## config.mk

```make
export PLATFORM = sky130hd
export DESIGN_NAME = arr_result_readout
export DESIGN_NICKNAME = d
export VERILOG_FILES = /design/src/arr_pkg.sv /design/src/arr_psc_if.sv /design/src/arr_prescaler.sv /design/src/arr_result_readout.sv
export SDC_FILE = /design/constraint.sdc
export NUM_CORES = 1
export LEC_CHECK = 0
export ABC_AREA = 1
export BUFFER_PORTS_ARGS = -buffer_cell sky130_fd_sc_hd__buf_2
export CAP_MARGIN = 20
export CORE_ASPECT_RATIO = 1.2
export CORE_UTILIZATION = 50
export CTS_BUF_LIST = sky130_fd_sc_hd__clkbuf_4
export CTS_CLUSTER_DIAMETER = 120
export DETAILED_ROUTE_END_ITERATION = 6
export PLACE_DENSITY = 0.74
export SETUP_SLACK_MARGIN = 0.5
export SYNTH_ARGS = -nofsm -noshare
export SYNTH_HDL_FRONTEND = slang
export SYNTH_SLANG_ARGS = --single-unit
```

## constraint.sdc

```tcl
create_clock -name i_clk -period 2.15 [get_ports i_clk]
set_clock_uncertainty 0.1 [all_clocks]
set_input_delay 0.43 -clock i_clk [delete_from_list [all_inputs] [get_ports i_clk]]
set_output_delay 0.43 -clock i_clk [all_outputs]
set_load 0.01 [all_outputs]
```

## src/arr_pkg.sv

```systemverilog
// Constants, layout and prescaler decoding shared by the result readout block
`default_nettype none

package arr_pkg;

  // ----------------------------------------------------------------------
  // Register map and reset values
  // ----------------------------------------------------------------------
  localparam logic [7:0] ARR_RESULT_LOW_ADDR  = 8'h78;
  localparam logic [7:0] ARR_RESULT_HIGH_ADDR = 8'h79;
  localparam logic [7:0] ARR_RESULT_RESET     = 8'h00;
  localparam logic [7:0] ARR_UNMAPPED_DATA    = 8'h00;

  // ----------------------------------------------------------------------
  // Result layout
  // ----------------------------------------------------------------------
  localparam int         ARR_RESULT_W  = 10;
  localparam logic [5:0] ARR_PAD_ZERO  = 6'h00;

  // Channel codes that select single-ended inputs or internal references, not a differential pair
  localparam logic [1:0] ARR_SINGLE_GROUP = 2'h0;
  localparam logic [4:0] ARR_MUX_REF_LOW  = 5'h1E;

  // ----------------------------------------------------------------------
  // Prescaler division factors by code
  // ----------------------------------------------------------------------
  localparam logic [7:0] ARR_DIV_CODE0 = 8'h02;
  localparam logic [7:0] ARR_DIV_CODE1 = 8'h02;
  localparam logic [7:0] ARR_DIV_CODE2 = 8'h02;
  localparam logic [7:0] ARR_DIV_CODE3 = 8'h02;
  localparam logic [7:0] ARR_DIV_CODE4 = 8'h10;
  localparam logic [7:0] ARR_DIV_CODE5 = 8'h20;
  localparam logic [7:0] ARR_DIV_CODE6 = 8'h40;
  localparam logic [7:0] ARR_DIV_CODE7 = 8'h80;
  localparam int         ARR_DIV_MAX_W = 8;

  // Division factor for a prescaler code
  function automatic logic [7:0] arr_div_of(input logic [2:0] sel);
    case (sel)
      3'h0:    return ARR_DIV_CODE0;
      3'h1:    return ARR_DIV_CODE1;
      3'h2:    return ARR_DIV_CODE2;
      3'h3:    return ARR_DIV_CODE3;
      3'h4:    return ARR_DIV_CODE4;
      3'h5:    return ARR_DIV_CODE5;
      3'h6:    return ARR_DIV_CODE6;
      default: return ARR_DIV_CODE7;
    endcase
  endfunction : arr_div_of

  // True when the channel code picks a differential pair
  function automatic logic arr_is_diff(input logic [4:0] mux);
    return (mux[4:3] != ARR_SINGLE_GROUP) && (mux < ARR_MUX_REF_LOW);
  endfunction : arr_is_diff

  // Packs a raw code into {high, low}; offset code turns signed by MSB flip
  function automatic logic [15:0] arr_layout(input logic [9:0] v,
                                             input logic       left,
                                             input logic       diff);
    logic [9:0] r;
    r = diff ? {~v[9], v[8:0]} : v;
    return left ? {r, ARR_PAD_ZERO} : {ARR_PAD_ZERO, r};
  endfunction : arr_layout

endpackage : arr_pkg

`default_nettype wire

```

## src/arr_psc_if.sv

```systemverilog
// Link between the readout core and its converter clock prescaler
`timescale 1ns/1ps
`default_nettype none

interface arr_psc_if;
  logic [2:0] select;  // Prescaler code
  logic       tick;    // One-cycle converter clock enable

  modport ctrl (output select, input  tick);
  modport div  (input  select, output tick);
endinterface : arr_psc_if

`default_nettype wire

```

## src/arr_prescaler.sv

```systemverilog
// Converter clock prescaler: one-cycle enable every division-factor cycles
`timescale 1ns/1ps
`default_nettype none

module arr_prescaler #(
  parameter int CNT_W = 8
) (
  // Clock and reset
  input wire logic i_clk,
  input wire logic i_reset,
  // Prescaler link
  arr_psc_if.div   psc
);

  // ----------------------------------------------------------------------
  // Parameter check
  // ----------------------------------------------------------------------
  generate
    if (CNT_W < arr_pkg::ARR_DIV_MAX_W) begin : g_bad_width
      $error("prescaler counter too narrow for largest division");
    end
  endgenerate

  typedef struct packed {
    logic [CNT_W-1:0] count;
    logic             tick;
    logic [2:0]       last_sel;
  } arr_psc_state_t;

  localparam arr_psc_state_t PSC_RESET = '{count: '0, tick: 1'b0, last_sel: 3'h0};

  arr_psc_state_t   st;
  arr_psc_state_t   next_st;
  logic [CNT_W-1:0] last_count;

  // ----------------------------------------------------------------------
  // Divider
  // ----------------------------------------------------------------------
  // Restart on a code change so the first period is whole
  always_comb begin
    last_count       = CNT_W'(arr_pkg::arr_div_of(psc.select) - 8'h01);
    next_st          = st;
    next_st.last_sel = psc.select;
    next_st.tick     = (psc.select == st.last_sel) && (st.count == last_count);
    if ((psc.select != st.last_sel) || (st.count == last_count)) begin
      next_st.count = '0;
    end else begin
      next_st.count = st.count + 1'b1;
    end
  end

  // State register
  always_ff @(posedge i_clk) begin
    if (i_reset) begin
      st <= PSC_RESET;
    end else begin
      st <= next_st;
    end
  end

  assign psc.tick = st.tick;

  // ----------------------------------------------------------------------
  // Checks
  // ----------------------------------------------------------------------
  logic [7:0] chk_gap;
  logic       chk_valid;
  logic [2:0] chk_sel;

  // Independent count of cycles between enables under a steady code
  always_ff @(posedge i_clk) begin
    if (i_reset) begin
      chk_gap   <= 8'h00;
      chk_valid <= 1'b0;
      chk_sel   <= 3'h0;
    end else begin
      chk_sel <= psc.select;
      if (psc.select != chk_sel) begin
        chk_gap   <= 8'h00;
        chk_valid <= 1'b0;
      end else if (psc.tick) begin
        chk_gap   <= 8'h00;
        chk_valid <= 1'b1;
      end else begin
        chk_gap <= chk_gap + 8'h01;
      end
    end
  end

  property p_div_period;
    @(posedge i_clk) disable iff (i_reset)
      (psc.tick && chk_valid && (psc.select == chk_sel))
        |-> (chk_gap == arr_pkg::arr_div_of(psc.select) - 8'h01);
  endproperty
  a_div_period: assert property (p_div_period)
    else $error("converter enable spacing does not match the division factor");

  property p_div_16_quiet;
    @(posedge i_clk) disable iff (i_reset)
      (psc.tick && psc.select == 3'h4 && $stable(psc.select)) |=> !psc.tick [*8];
  endproperty
  a_div_16_quiet: assert property (p_div_16_quiet)
    else $error("enable repeated too soon at division 16");

  c_div_128: cover property (@(posedge i_clk) disable iff (i_reset)
    psc.tick && chk_valid && psc.select == 3'h7);

endmodule : arr_prescaler

`default_nettype wire

```

## src/arr_result_readout.sv

```systemverilog
// Converter result readout: byte registers, layout, read lock and prescaler
//
// How it works
// A finished conversion loads its value into the low and high result registers.
// The result is ten bits, spread across the two result bytes.
// Differential channel pairs present the result as two's complement.
// Reading the low byte freezes both registers until the high byte is read.
// Software reads the low byte first, then the high byte.
// Left adjusted eight-bit use may read only the high byte; no lock.
// Left adjust: bits 9..2 in high byte, bits 1..0 in low 7..6.
// Right adjust (default): bits 7..0 in low byte, bits 9..8 in high 1..0.
// Layout and signedness follow left adjust and the channel selection.
// Converter clock divides by 16, 32, 64 or 128 for codes 4 to 7.
// Results reset to zero, ignore writes; high byte read releases the lock.
`timescale 1ns/1ps
`default_nettype none

module arr_result_readout (
  // Clock and reset
  input  wire logic       i_clk,
  input  wire logic       i_reset,
  // Processor data bus
  input  wire logic [7:0] i_addr,
  input  wire logic       i_rd,
  input  wire logic       i_wr,
  output logic      [7:0] o_rdata,
  output logic            o_rvalid,
  // Converter core
  input  wire logic       i_conv_done,
  input  wire logic [9:0] i_conv_value,
  output logic            o_conv_clk_en,
  // Configuration from the multiplexer and control registers
  input  wire logic       i_left_adjust_select,
  input  wire logic [4:0] i_channel_select_bits,
  input  wire logic [2:0] i_prescaler_select,
  // Status
  output logic            o_update_locked
);

  typedef struct packed {
    logic [7:0] res_low;
    logic [7:0] res_high;
    logic       locked;
    logic       left;
    logic [7:0] rdata;
    logic       rvalid;
  } arr_state_t;

  localparam arr_state_t ST_RESET = '{
    res_low:  arr_pkg::ARR_RESULT_RESET,
    res_high: arr_pkg::ARR_RESULT_RESET,
    locked:   1'b0,
    left:     1'b0,
    rdata:    arr_pkg::ARR_UNMAPPED_DATA,
    rvalid:   1'b0
  };

  arr_state_t  st;
  arr_state_t  next_st;
  logic        rd_low;
  logic        rd_high;
  logic        load;
  logic        diff;
  logic [15:0] packed_res;

  arr_psc_if psc ();

  // ----------------------------------------------------------------------
  // Converter clock prescaler
  // ----------------------------------------------------------------------
  assign psc.select = i_prescaler_select;

  arr_prescaler #(
    .CNT_W (arr_pkg::ARR_DIV_MAX_W)
  ) u_prescaler (
    .i_clk   (i_clk),
    .i_reset (i_reset),
    .psc     (psc.div)
  );

  // ----------------------------------------------------------------------
  // Read decode, lock and result loading
  // ----------------------------------------------------------------------
  always_comb begin
    rd_low     = i_rd && (i_addr == arr_pkg::ARR_RESULT_LOW_ADDR);
    rd_high    = i_rd && (i_addr == arr_pkg::ARR_RESULT_HIGH_ADDR);
    diff       = arr_pkg::arr_is_diff(i_channel_select_bits);
    packed_res = arr_pkg::arr_layout(i_conv_value, i_left_adjust_select, diff);
    // A low read in this cycle returns old data, so a load in the same cycle is dropped
    load       = i_conv_done && (!st.locked || rd_high) && !rd_low;
    next_st    = st;

    // Read answer one cycle later; unmapped reads answer zero
    next_st.rvalid = i_rd;
    if (rd_low) begin
      next_st.rdata = st.res_low;
    end else if (rd_high) begin
      next_st.rdata = st.res_high;
    end else begin
      next_st.rdata = arr_pkg::ARR_UNMAPPED_DATA;
    end

    // Low read engages the lock, high read releases it
    if (rd_low) begin
      next_st.locked = 1'b1;
    end else if (rd_high) begin
      next_st.locked = 1'b0;
    end

    // Writes to the result bytes have no effect
    if (load) begin
      next_st.res_high = packed_res[15:8];
      next_st.res_low  = packed_res[7:0];
      next_st.left     = i_left_adjust_select;
    end
  end

  // State register
  always_ff @(posedge i_clk) begin
    if (i_reset) begin
      st <= ST_RESET;
    end else begin
      st <= next_st;
    end
  end

  // Outputs straight from flip-flops
  assign o_rdata         = st.rdata;
  assign o_rvalid        = st.rvalid;
  assign o_update_locked = st.locked;
  assign o_conv_clk_en   = psc.tick;

  // ----------------------------------------------------------------------
  // Assertions
  // ----------------------------------------------------------------------
  property p_load;
    @(posedge i_clk) disable iff (i_reset)
      (i_conv_done && !st.locked && !rd_low) |=>
        ({st.res_high, st.res_low} == arr_pkg::arr_layout($past(i_conv_value),
          $past(i_left_adjust_select), arr_pkg::arr_is_diff($past(i_channel_select_bits))));
  endproperty
  a_load: assert property (p_load)
    else $error("finished conversion not loaded into result bytes");

  property p_unused_zero;
    @(posedge i_clk) disable iff (i_reset)
      st.left ? (st.res_low[5:0] == 6'h00) : (st.res_high[7:2] == 6'h00);
  endproperty
  a_unused_zero: assert property (p_unused_zero)
    else $error("bits outside the ten-bit result are not zero");

  property p_signed;
    @(posedge i_clk) disable iff (i_reset)
      (load && !i_left_adjust_select && arr_pkg::arr_is_diff(i_channel_select_bits))
        |=> (st.res_high[1] == !$past(i_conv_value[9]));
  endproperty
  a_signed: assert property (p_signed)
    else $error("differential result sign bit wrong");

  property p_lock_hold;
    @(posedge i_clk) disable iff (i_reset)
      (st.locked && !rd_high) |=> $stable({st.res_high, st.res_low});
  endproperty
  a_lock_hold: assert property (p_lock_hold)
    else $error("result changed while locked after a low byte read");

  property p_left_map;
    @(posedge i_clk) disable iff (i_reset)
      (load && i_left_adjust_select && !arr_pkg::arr_is_diff(i_channel_select_bits))
        |=> (st.res_high == $past(i_conv_value[9:2]))
            && (st.res_low[7:6] == $past(i_conv_value[1:0]));
  endproperty
  a_left_map: assert property (p_left_map)
    else $error("left adjusted layout wrong");

  property p_right_map;
    @(posedge i_clk) disable iff (i_reset)
      (load && !i_left_adjust_select && !arr_pkg::arr_is_diff(i_channel_select_bits))
        |=> (st.res_low == $past(i_conv_value[7:0]))
            && (st.res_high[1:0] == $past(i_conv_value[9:8]));
  endproperty
  a_right_map: assert property (p_right_map)
    else $error("right adjusted layout wrong");

  property p_left_signed;
    @(posedge i_clk) disable iff (i_reset)
      (load && i_left_adjust_select && arr_pkg::arr_is_diff(i_channel_select_bits))
        |=> (st.res_high[7] == !$past(i_conv_value[9]));
  endproperty
  a_left_signed: assert property (p_left_signed)
    else $error("left adjusted differential sign bit wrong");

  property p_release;
    @(posedge i_clk) disable iff (i_reset)
      (rd_high ##1 (i_conv_done && !rd_low)) |=> $past(load) && !st.locked;
  endproperty
  a_release: assert property (p_release)
    else $error("high byte read did not release the lock");

  property p_reset_zero;
    @(posedge i_clk) i_reset |=> (o_rdata == 8'h00) && (st.res_low == 8'h00)
                                 && (st.res_high == 8'h00) && !o_update_locked;
  endproperty
  a_reset_zero: assert property (p_reset_zero)
    else $error("result registers not zero after reset");

  property p_write_ignored;
    @(posedge i_clk) disable iff (i_reset)
      (i_wr && !i_conv_done) |=> $stable({st.res_high, st.res_low});
  endproperty
  a_write_ignored: assert property (p_write_ignored)
    else $error("write changed a result register");

  property p_read_answer;
    @(posedge i_clk) disable iff (i_reset)
      rd_high |=> o_rvalid && (o_rdata == $past(st.res_high));
  endproperty
  a_read_answer: assert property (p_read_answer)
    else $error("high byte read answered wrong data");

  c_locked_pair: cover property (@(posedge i_clk) disable iff (i_reset)
    rd_low ##[1:20] (rd_high && i_conv_done));
  c_blocked_load: cover property (@(posedge i_clk) disable iff (i_reset)
    st.locked && i_conv_done && !rd_high);
  c_diff_left: cover property (@(posedge i_clk) disable iff (i_reset)
    load && i_left_adjust_select && diff);

endmodule : arr_result_readout

`default_nettype wire

```

Yosys cells after proc, flatten, opt, wreduce, memory -nomap -nowiden
Cells that the tools add are included.
- register bits: 38
- logic and storage cells: 45
- input bits: 32
- add/subtract/negate cells: 2
- mux-type cells: 7
- bitwise logic cells: 1
- reduce and logical (&&, ||, !) cells: 15
- magnitude comparators: 1
- equality and inequality tests: 11
- operators by type and width (operator ; count):
    case mux 8 bit (4 select lines) ; 1
    == test 8 x 7 -> 1 bit, second input constant ; 2
    2-to-1 mux 16 bit ; 1
    2-to-1 mux 8 bit ; 2
    2-to-1 mux 10 bit ; 1
    == test 3 bit, second input constant ; 3
    adder 8 x 1 -> 8 bit, second input constant ; 1
    == test 8 bit ; 1
    subtractor 8 x 1 -> 8 bit, second input constant ; 1
    == test 3 x 2 -> 1 bit, second input constant ; 2
    logical AND 1 bit ; 6
    < comparator 5 bit, second input constant ; 1
    nonzero test 2 bit ; 2
    OR reduction 4 bit ; 1
    == test 3 x 1 -> 1 bit, second input constant ; 1
    == test 3 bit ; 1
    zero test 3 bit ; 1
    != test 3 bit ; 1
    zero test 1 bit ; 2
    logical OR 1 bit ; 2
    2-to-1 mux 1 bit ; 2
    OR reduction 2 bit ; 1
    NOT 1 bit ; 1

Depth between registers and ports, before layout
Gate-level depths: netlist (run 1).
- word-level depth: 7
- mapped depth: 10
- gate-level depth less buffers: 10

Cells and area by module
Synthesis (run 1) repeated with hierarchy kept, for this count alone.
- cell total of the unflattened synthesis: 259
- area, all modules: 1890.6 um2
- modules (own cells, without submodules) (module ; cells an instance ; instances ; area each (um2)):
    arr_result_readout ; 184 ; 1 ; 1328.8
    arr_prescaler ; 75 ; 1 ; 561.8

Least setup slack after synthesis (run 1)
Ideal clock, no wire load.
- kind: input to register
- start: input i_prescaler_select[2]
- end: register u_prescaler.st[10] in the netlist's numbering
- stages: 9
- arrival time: 1.571 ns
- buffers on the path: 2
- library setup time: 0.125 ns
- slack: 0.354 ns
- path through: clkbuf_2 clkbuf_1 ha_1 a21oi_1 nand2_1 nor2_1 nand2_1 nor2_2 nor3_1
- longest elaborated chain between the ends: 7
- elaborated cells between the ends (all ways): 14
- those cells by class: add/sub: 1; eq/ne: 8; mux: 1; reduce/logical: 4
- RTL lines (what ; line ; source):
    from (decl) ; arr_result_readout.sv:35 ; input wire logic [2:0] i_prescaler_select,
    == test 3 x 1 -> 1 bit (tied with other cells) ; arr_pkg.sv:39 ; case (sel)
    OR reduction 4 bit (no source line) ; - ;
    case mux 8 bit (4 select lines) ; arr_pkg.sv:39 ;
    subtractor 8 x 1 -> 8 bit ; arr_prescaler.sv:41 ; last_count = CNT_W'(arr_pkg::arr_div_of(psc.select) - 8'h01);
    == test 8 bit ; arr_prescaler.sv:45 ; if ((psc.select != st.last_sel) || (st.count == last_count)) begin
    logical OR 1 bit * ; arr_prescaler.sv:45 ;
    OR reduction 2 bit (no source line) * ; - ;
    to (signal assigned) ; arr_prescaler.sv:57 ; st <= next_st;
    to (decl) ; arr_prescaler.sv:32 ; arr_psc_state_t st;
Every way passes the cells marked *; elsewhere a longest branch is shown, timed or not.
A chain may end at the register's enable or synchronous reset.

Worst setup path in the final report (run 1)
- start: input i_prescaler_select[1]
- end: register u_prescaler.st[6] in the netlist's numbering
Same word-level chain as after synthesis.

==> results by group, run 1 <==
STA
  • Post-layout min period: 1.55 ns
  • Fin. max-slew vios: 0
  • Endpoints failing hold: 0
  • Fmax: 646 MHz
  • RSZ-0062 raised after global routing: no
  • Setup Total Neg Slack: 0 ns
  • WHS: 0.210 ns
  • Tcrit/Tclk final: 72.0%
  • Rel. slew slack: 80.1%
  • Slew @ Worst Pin: 0.298 ns
  • Setup-failing EPs final: 0

Power and ir drop
  • Part of the power in registers: 48.6%
  • Internal power: 1160 uW
  • VDD IR-drop max: 0.390 mV
  • Leak pwr: 0.00118 uW
  • Clock network fraction of design power: 39.3%
  • Sw Ratio: 23.4%
  • PwrDens: 661 mW/mm^2
  • Sw Pwr: 354 uW
  • Combinational power share: 12.0%

Cells and area
  • # fillers: 375
  • Layout area overhead: 14.1%
  • Register Area: 761 sq um
  • Design Area, Final: 0.00229 sq mm
  • Layout cell share with drive strength beyond 1: 26.1%
  • N_diodes: 0
  • Finished Layout Cells: 374
  • Post-layout nets: 355
  • Multi-input logic area: 933 sq um

Global route
  • Global-route wire length before repair: 6.40 mm
  • Largest net degree at the start of global routing: 19
  • Vias in the first global route: 1624
  • Total global routing overflow: 0
  • Total global-route track usage: 19.8%
  • Initial antenna violation count: 0

Synth
  • Syn Nets: 324
  • Register bit total from synthesis: 38
  • Yosys warning count: 0
  • Sequential fraction of the synthesis area: 37.9%
  • Synthesized area: 0.00201 sq mm
  • Post-Syn Instances: 290
  • Syn Area/Cell: 6.92 sq um
  • Post-synth cell types: 29

Floorplan
  • Die W: 59.8 microns
  • Starting Density: 53.9%
  • Core box area: 0.00372 sq mm
  • Die H: 71.4 microns
  • I/O pins: 43
  • Die area: 0.00427 sq mm
  • # rows: 24

Clock tree
  • Clock-pin slew on the worst setup and hold paths: 0.11 ns
  • # resized after CTS: 0
  • H-tree levels: 2
  • Cts hold-fix bufs: 0
  • Clk_lat worst skew: 0.35 ns
  • Inserted Clock Buffers: 5
  • CTS Sinks: 38
  • Root buffer cell: clkbuf_4
  • CTS Buffer Depth: 2
  • CTS tree: done
  • Setup bufs post-CTS: 0

Detailed routing
  • Metal3 WL: 191 microns
  • WL met2: 1.84 mm
  • Highest metal used: met4
  • 1st-iter DRT viols: 95
  • Detailed Routing Iterations Pass 1: 4
  • Sum of routed wire segments on met1: 1.66 mm
  • Routed len/inst: 10.0 microns
  • Via/cell ratio: 4.73
  • WL final: 3.76 mm
  • Total number of vias: 1769
  • Remaining DRCs: 0
  • Post-DRT Antenna Nets: 0

Setup path
  • Worst EP arrival: 1.68 ns
  • Critical Path RT: 2.28 ns
  • Worst setup SP type: primary input
  • Critical-path maximum fanout: 8
  • Crit Path Class: primary input to flip-flop
  • CP endpoint kind: flip-flop

Placement
  • I/O Buffers: 40
  • Placed Cells: 366
  • Placer Congestion: 0.810
  • Detail Placement HPWL: 2.69 mm
  • Cell Area, Placed: 0.00218 sq mm

Outcome
  • Outcome: finished, final reports clean

Flow run
  • MaxCap Viol Count: 0

Min path
  • Hold Path Class: primary input to flip-flop
## power by group through the flow
| stage | Sequential (uW) | Combinational (uW) | Clock [uW] |
|---|---|---|---|
| final | 736 | 182 | 596 |
| after global routing | 739 | 210 | 642 |
| after CTS | 736 | 182 | 611 |
| after detailed placement | 752 | 180 | 0 |
| after global placement | 752 | 177 | 0 |
| after floorplan | 751 | 131 | 0 |
## registers in the layout, indices dropped and copies added, names as in the netlist
name / cells
u_prescaler.st: 11
o_rdata: 8
u_prescaler.psc.tick: 1
o_update_locked: 1
o_rvalid: 1
st: 16
## cell usage after synthesis (all sizes together)
cell,number,area [sq um]
ha,2,25.0
or2,2,12.5
nand2,70,298
a21oi,3,15.0
mux2i,3,30.0
o22ai,8,50.1
nor3,10,50.1
nor2,41,176
o21a,1,7.51
nand3b,1,11.3
xor2,4,35.0
nand4,18,119
dfxtp,38,761
nand3,11,67.6
o21ai,1,5.00
clkbuf,4,16.3
xnor2,2,17.5
clkinv,1,3.75
inv,56,210
buf,14,96.3
## worst max-delay path, stage by stage
cell     delay, ns
buf_2         0.12
inv_2         0.07
nand3_1       0.08
ha_1          0.33
a21oi_2       0.12
nand2_1       0.07
nor2_2        0.10
nand2_2       0.09
nor2_4        0.20
nor3_1        0.07
## logic make-up after synthesis
group	after synthesis	share of synthesized area [%]
buffers and inverters	75	16.3
multiplexers	3	1.50
flip-flops	38	37.9
adder cells (fa/ha/maj)	2	1.25
AND/OR/NAND/NOR	153	36.6
XOR/XNOR	6	2.62
AO/OA/AOI/OAI	13	3.87
## placed cells by master, fill, tap and decap left out
| master | Yosys | layout |
|---|---|---|
| nand2_1 | 60 | 59 |
| o21a_1 | 1 | 1 |
| clkbuf_4 | 0 | 5 |
| clkinv_1 | 1 | 2 |
| nand4_1 | 17 | 17 |
| nor2_1 | 32 | 31 |
| or2_2 | 2 | 2 |
| inv_2 | 6 | 8 |
| dfxtp_1 | 38 | 38 |
| buf_4 | 8 | 2 |
| nand4_2 | 1 | 1 |
| bufinv_16 | 0 | 2 |
| a21oi_2 | 0 | 1 |
| nand3b_2 | 1 | 1 |
| nand2_2 | 8 | 9 |
| nor3_1 | 10 | 10 |
| o21ai_0 | 1 | 1 |
| nor2_4 | 0 | 1 |
| ha_1 | 2 | 2 |
| nor2_2 | 9 | 9 |
| buf_2 | 5 | 40 |
| mux2i_1 | 3 | 3 |
| o22ai_1 | 8 | 8 |
| a21oi_1 | 3 | 2 |
| xor2_1 | 4 | 4 |
| xnor2_1 | 2 | 2 |
| nand3_1 | 10 | 10 |
| nand3_4 | 1 | 1 |
| nand2_4 | 2 | 2 |
| inv_1 | 50 | 48 |
## area by class of cell
cell class / count / area share (%)
multi-input combinational: 177 / 40.8
clock buffer: 5 / 1.64
timing repair buffer: 42 / 9.40
tap: 52 / 2.84
inverter: 57 / 9.34
sequential: 38 / 33.2
clock inverter: 3 / 2.79
## metrics by stage
stage	power, uW	worst slack [ns]	utilization, %
after floorplan	882	0.456	-
after global placement	929	0.250	58.5
after detailed placement	933	0.199	58.5
after CTS	1530	0.578	61.3
after global routing	1590	0.481	61.5
final	1510	0.601	61.5
## layer usage
metal / global-route usage [%] / vias up
met5: 0 / -
met4: 8.79 / 0
met3: 5.60 / 6
li1: - / 949
met1: 21.8 / 782
met2: 34.3 / 32
## worst paths after layout
path,startpoint,to,slack [ns],cells after the start
worst max-delay path,i_prescaler_select[1],u_prescaler.st[6],0.60,10
worst max register to register,u_prescaler.st[8],u_prescaler.st[6],0.82,6
worst min-delay path,i_rd,o_rvalid,0.21,3
worst min register to register,u_prescaler.st[4],u_prescaler.st[4],0.42,1
Power figures use the tool's default switching activity.
==> inputs of run 2 (changes only) <==
--- a/config.mk
+++ b/config.mk
@@ -13,7 +13,7 @@
 export CTS_BUF_LIST = sky130_fd_sc_hd__clkbuf_4
 export CTS_CLUSTER_DIAMETER = 120
 export DETAILED_ROUTE_END_ITERATION = 6
-export PLACE_DENSITY = 0.74
+export PLACE_DENSITY = 0.77
 export SETUP_SLACK_MARGIN = 0.5
 export SYNTH_ARGS = -nofsm -noshare
 export SYNTH_HDL_FRONTEND = slang
==> constraint.sdc (replaced) <==
create_clock -name i_clk -period 1.4 [get_ports i_clk]
set_clock_uncertainty 0.1 [all_clocks]
set_input_delay 0.28 -clock i_clk [delete_from_list [all_inputs] [get_ports i_clk]]
set_output_delay 0.28 -clock i_clk [all_outputs]
set_load 0.01 [all_outputs]
==> run 2 against run 1 <==
  * Power up 39%
  * Final cell count rose by 8.3%
  * Die area unchanged
  * Highest routed layer unchanged
  * Combinational power rose by 120%
  * Sequential power is 54% higher
  * Largest cell class unchanged
  * Hold slack worse by 0.076 ns
  * Via count is 17% higher
  * Wire length grew 55%
  * Global-route usage rose by 5.2 points
  * Non-clock buffer count grew 27
==> results by group, run 2 (synthesized netlist as in run 1, its figures left out) <==
Placement
  • Cell Area, Placed: 0.00233 sq mm (was 0.00218 sq mm)
  • Placer Congestion: 0.794 (was 0.810)
  • I/O Buffers: 40 (unchanged)
  • Detail Placement HPWL: 2.88 mm (was 2.69 mm)
  • DP Worst Slack: -0.308 ns (was 0.199 ns)

Power and ir drop
  • Part of the power in registers: 53.6% (was 48.6%)
  • Total power: 2110 uW (was 1510 uW)
  • Sw Ratio: 29.1% (was 23.4%)
  • Internal power: 1490 uW (was 1160 uW)
  • Combinational power share: 19.3% (was 12.0%)
  • Sw Pwr: 613 uW (was 354 uW)
  • Leak pwr: 0.00142 uW (was 0.00118 uW)
  • Clock network fraction of design power: 27.1% (was 39.3%)
  • PwrDens: 718 mW/mm^2 (was 661 mW/mm^2)
  • VDD IR-drop max: 0.468 mV (was 0.390 mV)

Cells and area
  • Post-layout util: 78.8% (was 61.5%)
  • Most frequent cells in the layout: nand2_1, inv_1, buf_2, dfxtp_1, nor2_1 (unchanged)
  • Largest register FFs: 16 (unchanged)
  • Design Area, Final: 0.00293 sq mm (was 0.00229 sq mm)
  • Layout area overhead: 46.2% (was 14.1%)
  • # fillers: 257 (was 375)
  • Most common cell after layout, fill and taps aside: nand2_1 (unchanged)
  • N_diodes: 0 (unchanged)
  • Post-layout nets: 386 (was 355)
  • Reg with most FFs: st (unchanged)
  • Layout cell share with drive strength beyond 1: 46.7% (was 26.1%)

STA
  • Fmax: 725 MHz
  • Final WS setup: 0.0214 ns (was 0.601 ns)
  • Slew @ Worst Pin: 0.281 ns (was 0.298 ns)
  • Setup-failing EPs final: 0 (unchanged)
  • RSZ-0062 raised after global routing: yes (was no)
  • Fin. max-slew vios: 0 (unchanged)
  • Rel. slew slack: 81.3% (was 80.1%)
  • Tcrit/Tclk final: 98.5%
  • Post-layout min period: 1.38 ns
  • Endpoints failing hold: 0 (unchanged)

Detailed routing
  • Total number of vias: 2075 (was 1769)
  • WL met2: 3.09 mm (was 1.84 mm)
  • Routed len/inst: 14.4 microns (was 10.0 microns)
  • Highest metal used: met4 (unchanged)
  • Via/cell ratio: 5.12 (was 4.73)
  • WL final: 5.83 mm (was 3.76 mm)
  • Post-DRT Antenna Nets: 0 (unchanged)
  • Remaining DRCs: 0 (unchanged)
  • Sum of routed wire segments on met1: 2.25 mm (was 1.66 mm)
  • Metal3 WL: 236 microns (was 191 microns)
  • Detailed Routing Iterations Pass 1: 6 (was 4)
  • 1st-iter DRT viols: 110 (was 95)

Floorplan
  • I/O pins: 43 (unchanged)
  • Core box area: 0.00372 sq mm (unchanged)
  • Die W: 59.8 microns (unchanged)
  • Starting Density: 53.9% (unchanged)
  • # rows: 24 (unchanged)
  • Die area: 0.00427 sq mm (unchanged)
  • Die H: 71.4 microns (unchanged)

Min path
  • Hold Path Class: primary input to flip-flop (unchanged)

Clock tree
  • H-tree levels: 2 (unchanged)
  • Root buffer cell: clkbuf_4 (unchanged)
  • CTS Sinks: 38 (unchanged)
  • Clk_lat worst skew: 0.34 ns (was 0.35 ns)
  • Cts hold-fix bufs: 0 (unchanged)
  • Inserted Clock Buffers: 5 (unchanged)
  • Clock-pin slew on the worst setup and hold paths: 0.12 ns (was 0.11 ns)
  • CTS tree: done (unchanged)
  • CTS Buffer Depth: 2 (unchanged)

Setup path
  • Crit Path Class: flip-flop to flip-flop (was primary input to flip-flop)
  • Slowest CP cell: dfxtp_2 (was ha_1)
  • WP buf/inv: 0 (was 2)
  • Worst EP arrival: 1.51 ns (was 1.68 ns)
  • CP endpoint kind: flip-flop (unchanged)
  • CP cell instances: nand4_1 -> a21oi_2 -> nand2_2 -> nor2_4 -> nor3_1 (was buf_2 -> inv_2 -> nand3_1 -> ha_1 -> a21oi_2 -> nand2_1 -> nor2_2 -> nand2_2 -> nor2_4 -> nor3_1)
  • Top delay family on crit path: simple AND/OR/NAND/NOR gates (unchanged)
  • Critical-path maximum fanout: 8 (unchanged)
  • Worst setup SP type: flip-flop (was primary input)
  • Slowest cell delay on critical path: 0.38 ns (was 0.33 ns)
  • Critical Path RT: 1.53 ns (was 2.28 ns)

Global route
  • Largest net degree at the start of global routing: 17 (was 19)
  • Initial antenna violation count: 0 (unchanged)
  • Vias in the first global route: 1936 (was 1624)
  • Total global routing overflow: 0 (unchanged)
  • Total global-route track usage: 25.0% (was 19.8%)
  • Global-route wire length before repair: 8.00 mm (was 6.40 mm)

Flow run
  • MaxCap Viol Count: 0 (unchanged)

Outcome
  • Outcome: finished, final reports clean (unchanged)
run 2: cell types whose count changed in the layout (fill, tap and decap cells not counted), sizes merged:
cell	before	now
bufinv	2	0
nand3	11	14
clkbuf	5	6
clkinv	2	3
nand4	18	19
buf	42	69
run 2: routing by layer:
metal  vias up  global-route usage (%)
met1       969                    26.5
li1       1019                       -
met4         0                    13.2
met3        20                    4.33
met2        67                    45.6
met5         -                       0
run 2: metrics by stage:
| step | TNS (ns) | std cells | hold slack (ns) |
|---|---|---|---|
| 2_1_floorplan | -1.09 | 290 | 0.242 |
| 3_3_place_gp | -3.07 | 378 | 0.395 |
| 3_5_place_dp | -3.91 | 378 | 0.397 |
| 4_1_cts | 0 | 398 | 0.0940 |
| 5_1_grt | -0.323 | 405 | 0.175 |
| 6_report | 0 | 405 | 0.134 |
run 2: layout make-up:
type | count | area [sq um] | share of cell area [%]
Clock inverter | 2 | 8.76 | 0.299
Tap cell | 52 | 65.1 | 2.22
Sequential cell | 38 | 781 | 26.6
Clock buffer | 6 | 45.0 | 1.54
Inverter | 57 | 231 | 7.89
Multi-Input combinational cell | 181 | 1210 | 41.2
Timing Repair Buffer | 69 | 594 | 20.3
run 2: power by group through the flow:
stage               registers (uW)  clock network (uW)  logic (uW)
global route                  1130                 618         445
detailed placement            1160                   0         314
floorplan                     1150                   0         217
CTS                           1130                 577         356
finish                        1130                 570         407
global placement              1150                   0         309
run 2: what timing repair did:
action,4_1_cts,5_1_grt
gates resized for setup,46,45
pin swaps,30,26
buffers inserted,7,6
setup endpoints to repair,45,45
cloned,5,1
run 2: worst register-to-register path: cells and delay by family, from the launching register on:
| kind | cells | cell delay, ns |
|---|---|---|
| AND/OR/NAND/NOR | 4 | 0.60 |
| flip-flops | 1 | 0.38 |
| AO/OA/AOI/OAI | 1 | 0.19 |
run 2: path summary, 6_finish.rpt:
path                     start                end  slack [ns]  cells after the start
max reg2reg  u_prescaler.st[5]  u_prescaler.st[4]        0.02                      5
min                       i_rd           o_rvalid        0.13                      3
min reg2reg  u_prescaler.st[4]  u_prescaler.st[4]        0.39                      1
max          u_prescaler.st[5]  u_prescaler.st[4]        0.02                      5
==> inputs of run 3 (changes only) <==
--- a/config.mk
+++ b/config.mk
@@ -13,7 +13,9 @@
 export CTS_BUF_LIST = sky130_fd_sc_hd__clkbuf_4
 export CTS_CLUSTER_DIAMETER = 120
 export DETAILED_ROUTE_END_ITERATION = 6
+export GPL_ROUTABILITY_DRIVEN = 0
 export PLACE_DENSITY = 0.77
+export RECOVER_POWER = 25
 export SETUP_SLACK_MARGIN = 0.5
 export SYNTH_ARGS = -nofsm -noshare
 export SYNTH_HDL_FRONTEND = slang
==> constraint.sdc (replaced) <==
create_clock -name i_clk -period 1.2 [get_ports i_clk]
set_clock_uncertainty 0.1 [all_clocks]
set_input_delay 0.24 -clock i_clk [delete_from_list [all_inputs] [get_ports i_clk]]
set_output_delay 0.24 -clock i_clk [all_outputs]
set_load 0.01 [all_outputs]
==> run 3 against run 2 <==
  * The flow now finishes with violations (setup timing)
  * Die area did not move
  * Via count rose by 5.4%
  * Critical path depth rose by 1
  * Sequential share of layout area fell by 1.0 points
  * Core utilization rose by 2.8 points
  * Combinational power rose by 23%
  * Final area rose by 3.5%
  * Hold slack got worse by 0.024 ns
  * Sequential cell count did not move
  * Largest power group unchanged
==> results by group, run 3 (synthesized netlist as in run 1, its figures left out) <==
Setup path
  • Slowest CP cell: dfxtp_2 (unchanged)
  • WP buf/inv: 0 (unchanged)
  • Critical-path maximum fanout: 8 (unchanged)
  • CP endpoint kind: flip-flop (unchanged)
  • R2R Setup Slk: -0.18 ns (was 0.02 ns)
  • Worst EP arrival: 1.52 ns (was 1.51 ns)
  • Crit Path Class: flip-flop to flip-flop (unchanged)
  • Top delay family on crit path: simple AND/OR/NAND/NOR gates (unchanged)
  • Slowest cell delay on critical path: 0.36 ns (was 0.38 ns)
  • Critical Path RT: 1.34 ns (was 1.53 ns)
  • CP cell instances: nor2_1 -> nand2_1 -> a21oi_2 -> nand2_2 -> nor2_4 -> nor3_1 (was nand4_1 -> a21oi_2 -> nand2_2 -> nor2_4 -> nor3_1)
  • Worst setup SP type: flip-flop (unchanged)

Detailed routing
  • Routed len/inst: 15.9 microns (was 14.4 microns)
  • Total number of vias: 2187 (was 2075)
  • Via/cell ratio: 5.33 (was 5.12)
  • 1st-iter DRT viols: 110 (unchanged)
  • Post-DRT Antenna Nets: 0 (unchanged)
  • WL final: 6.54 mm (was 5.83 mm)
  • Detailed Routing Iterations Pass 1: 4 (was 6)
  • Remaining DRCs: 0 (unchanged)

Clock tree
  • Cts hold-fix bufs: 0 (unchanged)
  • Clk_lat worst skew: 0.37 ns (was 0.34 ns)
  • H-tree levels: 2 (unchanged)
  • CTS tree: done (unchanged)
  • CTS Sinks: 38 (unchanged)
  • Inserted Clock Buffers: 5 (unchanged)
  • Root buffer cell: clkbuf_4 (unchanged)
  • CTS Buffer Depth: 2 (unchanged)
  • Clock-pin slew on the worst setup and hold paths: 0.12 ns (about the same)

Placement
  • Cell Area, Placed: 0.00238 sq mm (was 0.00233 sq mm)
  • I/O Buffers: 40 (unchanged)
  • Detail Placement HPWL: 3.07 mm (was 2.88 mm)
  • DP Worst Slack: -0.467 ns (was -0.308 ns)

Power and ir drop
  • Leak pwr: 0.00144 uW (was 0.00142 uW)
  • Total power: 2500 uW (was 2110 uW)
  • PwrDens: 822 mW/mm^2 (was 718 mW/mm^2)
  • VDD IR-drop max: 0.691 mV (was 0.468 mV)

STA
  • Endpoints failing hold: 0 (unchanged)
  • Rel. slew slack: 49.7% (was 81.3%)
  • Tcrit/Tclk final: 115% (was 98.5%)
  • Fmax: 725 MHz (about the same)
  • Slew @ Worst Pin: 0.755 ns (was 0.281 ns)
  • Fin. max-slew vios: 0 (unchanged)
  • RSZ-0062 raised after global routing: yes (unchanged)
  • Final WS setup: -0.179 ns (was 0.0214 ns)
  • Setup-failing EPs final: 20 (was 0)
  • Post-layout min period: 1.38 ns (about the same)
  • Setup Total Neg Slack: -1.52 ns (was 0 ns)

Global route
  • Largest net degree at the start of global routing: 17 (unchanged)
  • Vias in the first global route: 2050 (was 1936)
  • Initial antenna violation count: 0 (unchanged)
  • Global-route wire length before repair: 8.87 mm (was 8.00 mm)
  • Total global routing overflow: 0 (unchanged)
  • Total global-route track usage: 27.8% (was 25.0%)

Cells and area
  • Layout area overhead: 51.4% (was 46.2%)
  • N_diodes: 0 (unchanged)
  • Layout cell share with drive strength beyond 1: 46.4% (was 46.7%)
  • Reg with most FFs: st (unchanged)
  • Design Area, Final: 0.00304 sq mm (was 0.00293 sq mm)
  • Largest register FFs: 16 (unchanged)
  • Most common cell after layout, fill and taps aside: nand2_1 (unchanged)
  • Post-layout util: 81.6% (was 78.8%)
  • Most frequent cells in the layout: nand2_1, inv_1, nor2_1, buf_2, dfxtp_1 (was nand2_1, inv_1, buf_2, dfxtp_1, nor2_1)
  • Post-layout nets: 392 (was 386)

Floorplan
  • I/O pins: 43 (unchanged)
  • Die H: 71.4 microns (unchanged)
  • Core box area: 0.00372 sq mm (unchanged)
  • Starting Density: 53.9% (unchanged)
  • Die W: 59.8 microns (unchanged)
  • # rows: 24 (unchanged)
  • Die area: 0.00427 sq mm (unchanged)

Outcome
  • Failing checks: setup timing
  • Outcome: complete, but fails checks (was finished, final reports clean)

Min path
  • Hold Path Class: primary input to flip-flop (unchanged)

Flow run
  • MaxCap Viol Count: 0 (unchanged)
==> run 3: cell count changes in the layout (fill, tap and decap cells not counted), moves of 3 or more <==
cell and change:
buf_4 +4, buf_6 -4, clkbuf_1 +3, dfxtp_1 +3
dfxtp_2 -3, inv_1 -3, inv_2 +5, nor2_1 +4
nor2_2 -4, o22ai_2 -3, o22ai_4 +3
==> run 3: area by class of cell <==
class,count,area [sq um]
multi-input cells,181,1250
flip-flops and latches,38,777
fillers,235,686
repair buffers,75,668
inverters,57,226
well taps,52,65.1
clock buffers,5,37.5
clock inverters,2,10.0
==> run 3: repair_timing <==
action / CTS / global route
gates resized for setup: 46 / 45
endpoints found under the setup margin: 45 / 45
pin swaps: 27 / 36
buffers inserted: 6 / 6
cloned: 7 / 0
==> run 3: worst paths after layout <==
kind | start | end | cells after the start
hold / removal | i_prescaler_select[1] | u_prescaler.st[1] | 4
hold reg to reg | st[22] | st[22] | 4
setup / recovery | u_prescaler.st[6] | u_prescaler.st[6] | 6
setup reg to reg | u_prescaler.st[6] | u_prescaler.st[6] | 6
==> run 3: through the flow <==
step	hold slack [ns]	instances
6_report	0.110	410
5_1_grt	0.119	410
4_1_cts	0.102	404
3_5_place_dp	0.403	384
3_3_place_gp	0.397	384
2_1_floorplan	0.195	290
==> run 3: layer usage <==
| metal | vias up | part of all wire, % | GRT usage [%] |
|---|---|---|---|
| met1 | 1021 | 36 | 27.9 |
| met3 | 32 | 4.2 | 6.32 |
| met5 | - | 0 | 0 |
| li1 | 1035 | - | - |
| met2 | 99 | 54 | 51.2 |
| met4 | 0 | 5.5 | 14.7 |
==> run 3: tightest hold or removal path: cells and delay by family <==
kind / cells / cell delay [ns]
buffers and inverters: 3 / 0.27
and+or+nand+nor: 1 / 0.03
==> run 3: power breakdown <==
part / internal [uW] / switching (uW) / leakage, uW
registers: 1300 / 18.4 / 0.000316
clock network: 211 / 462 / 0.0000308
logic: 205 / 297 / 0.00109
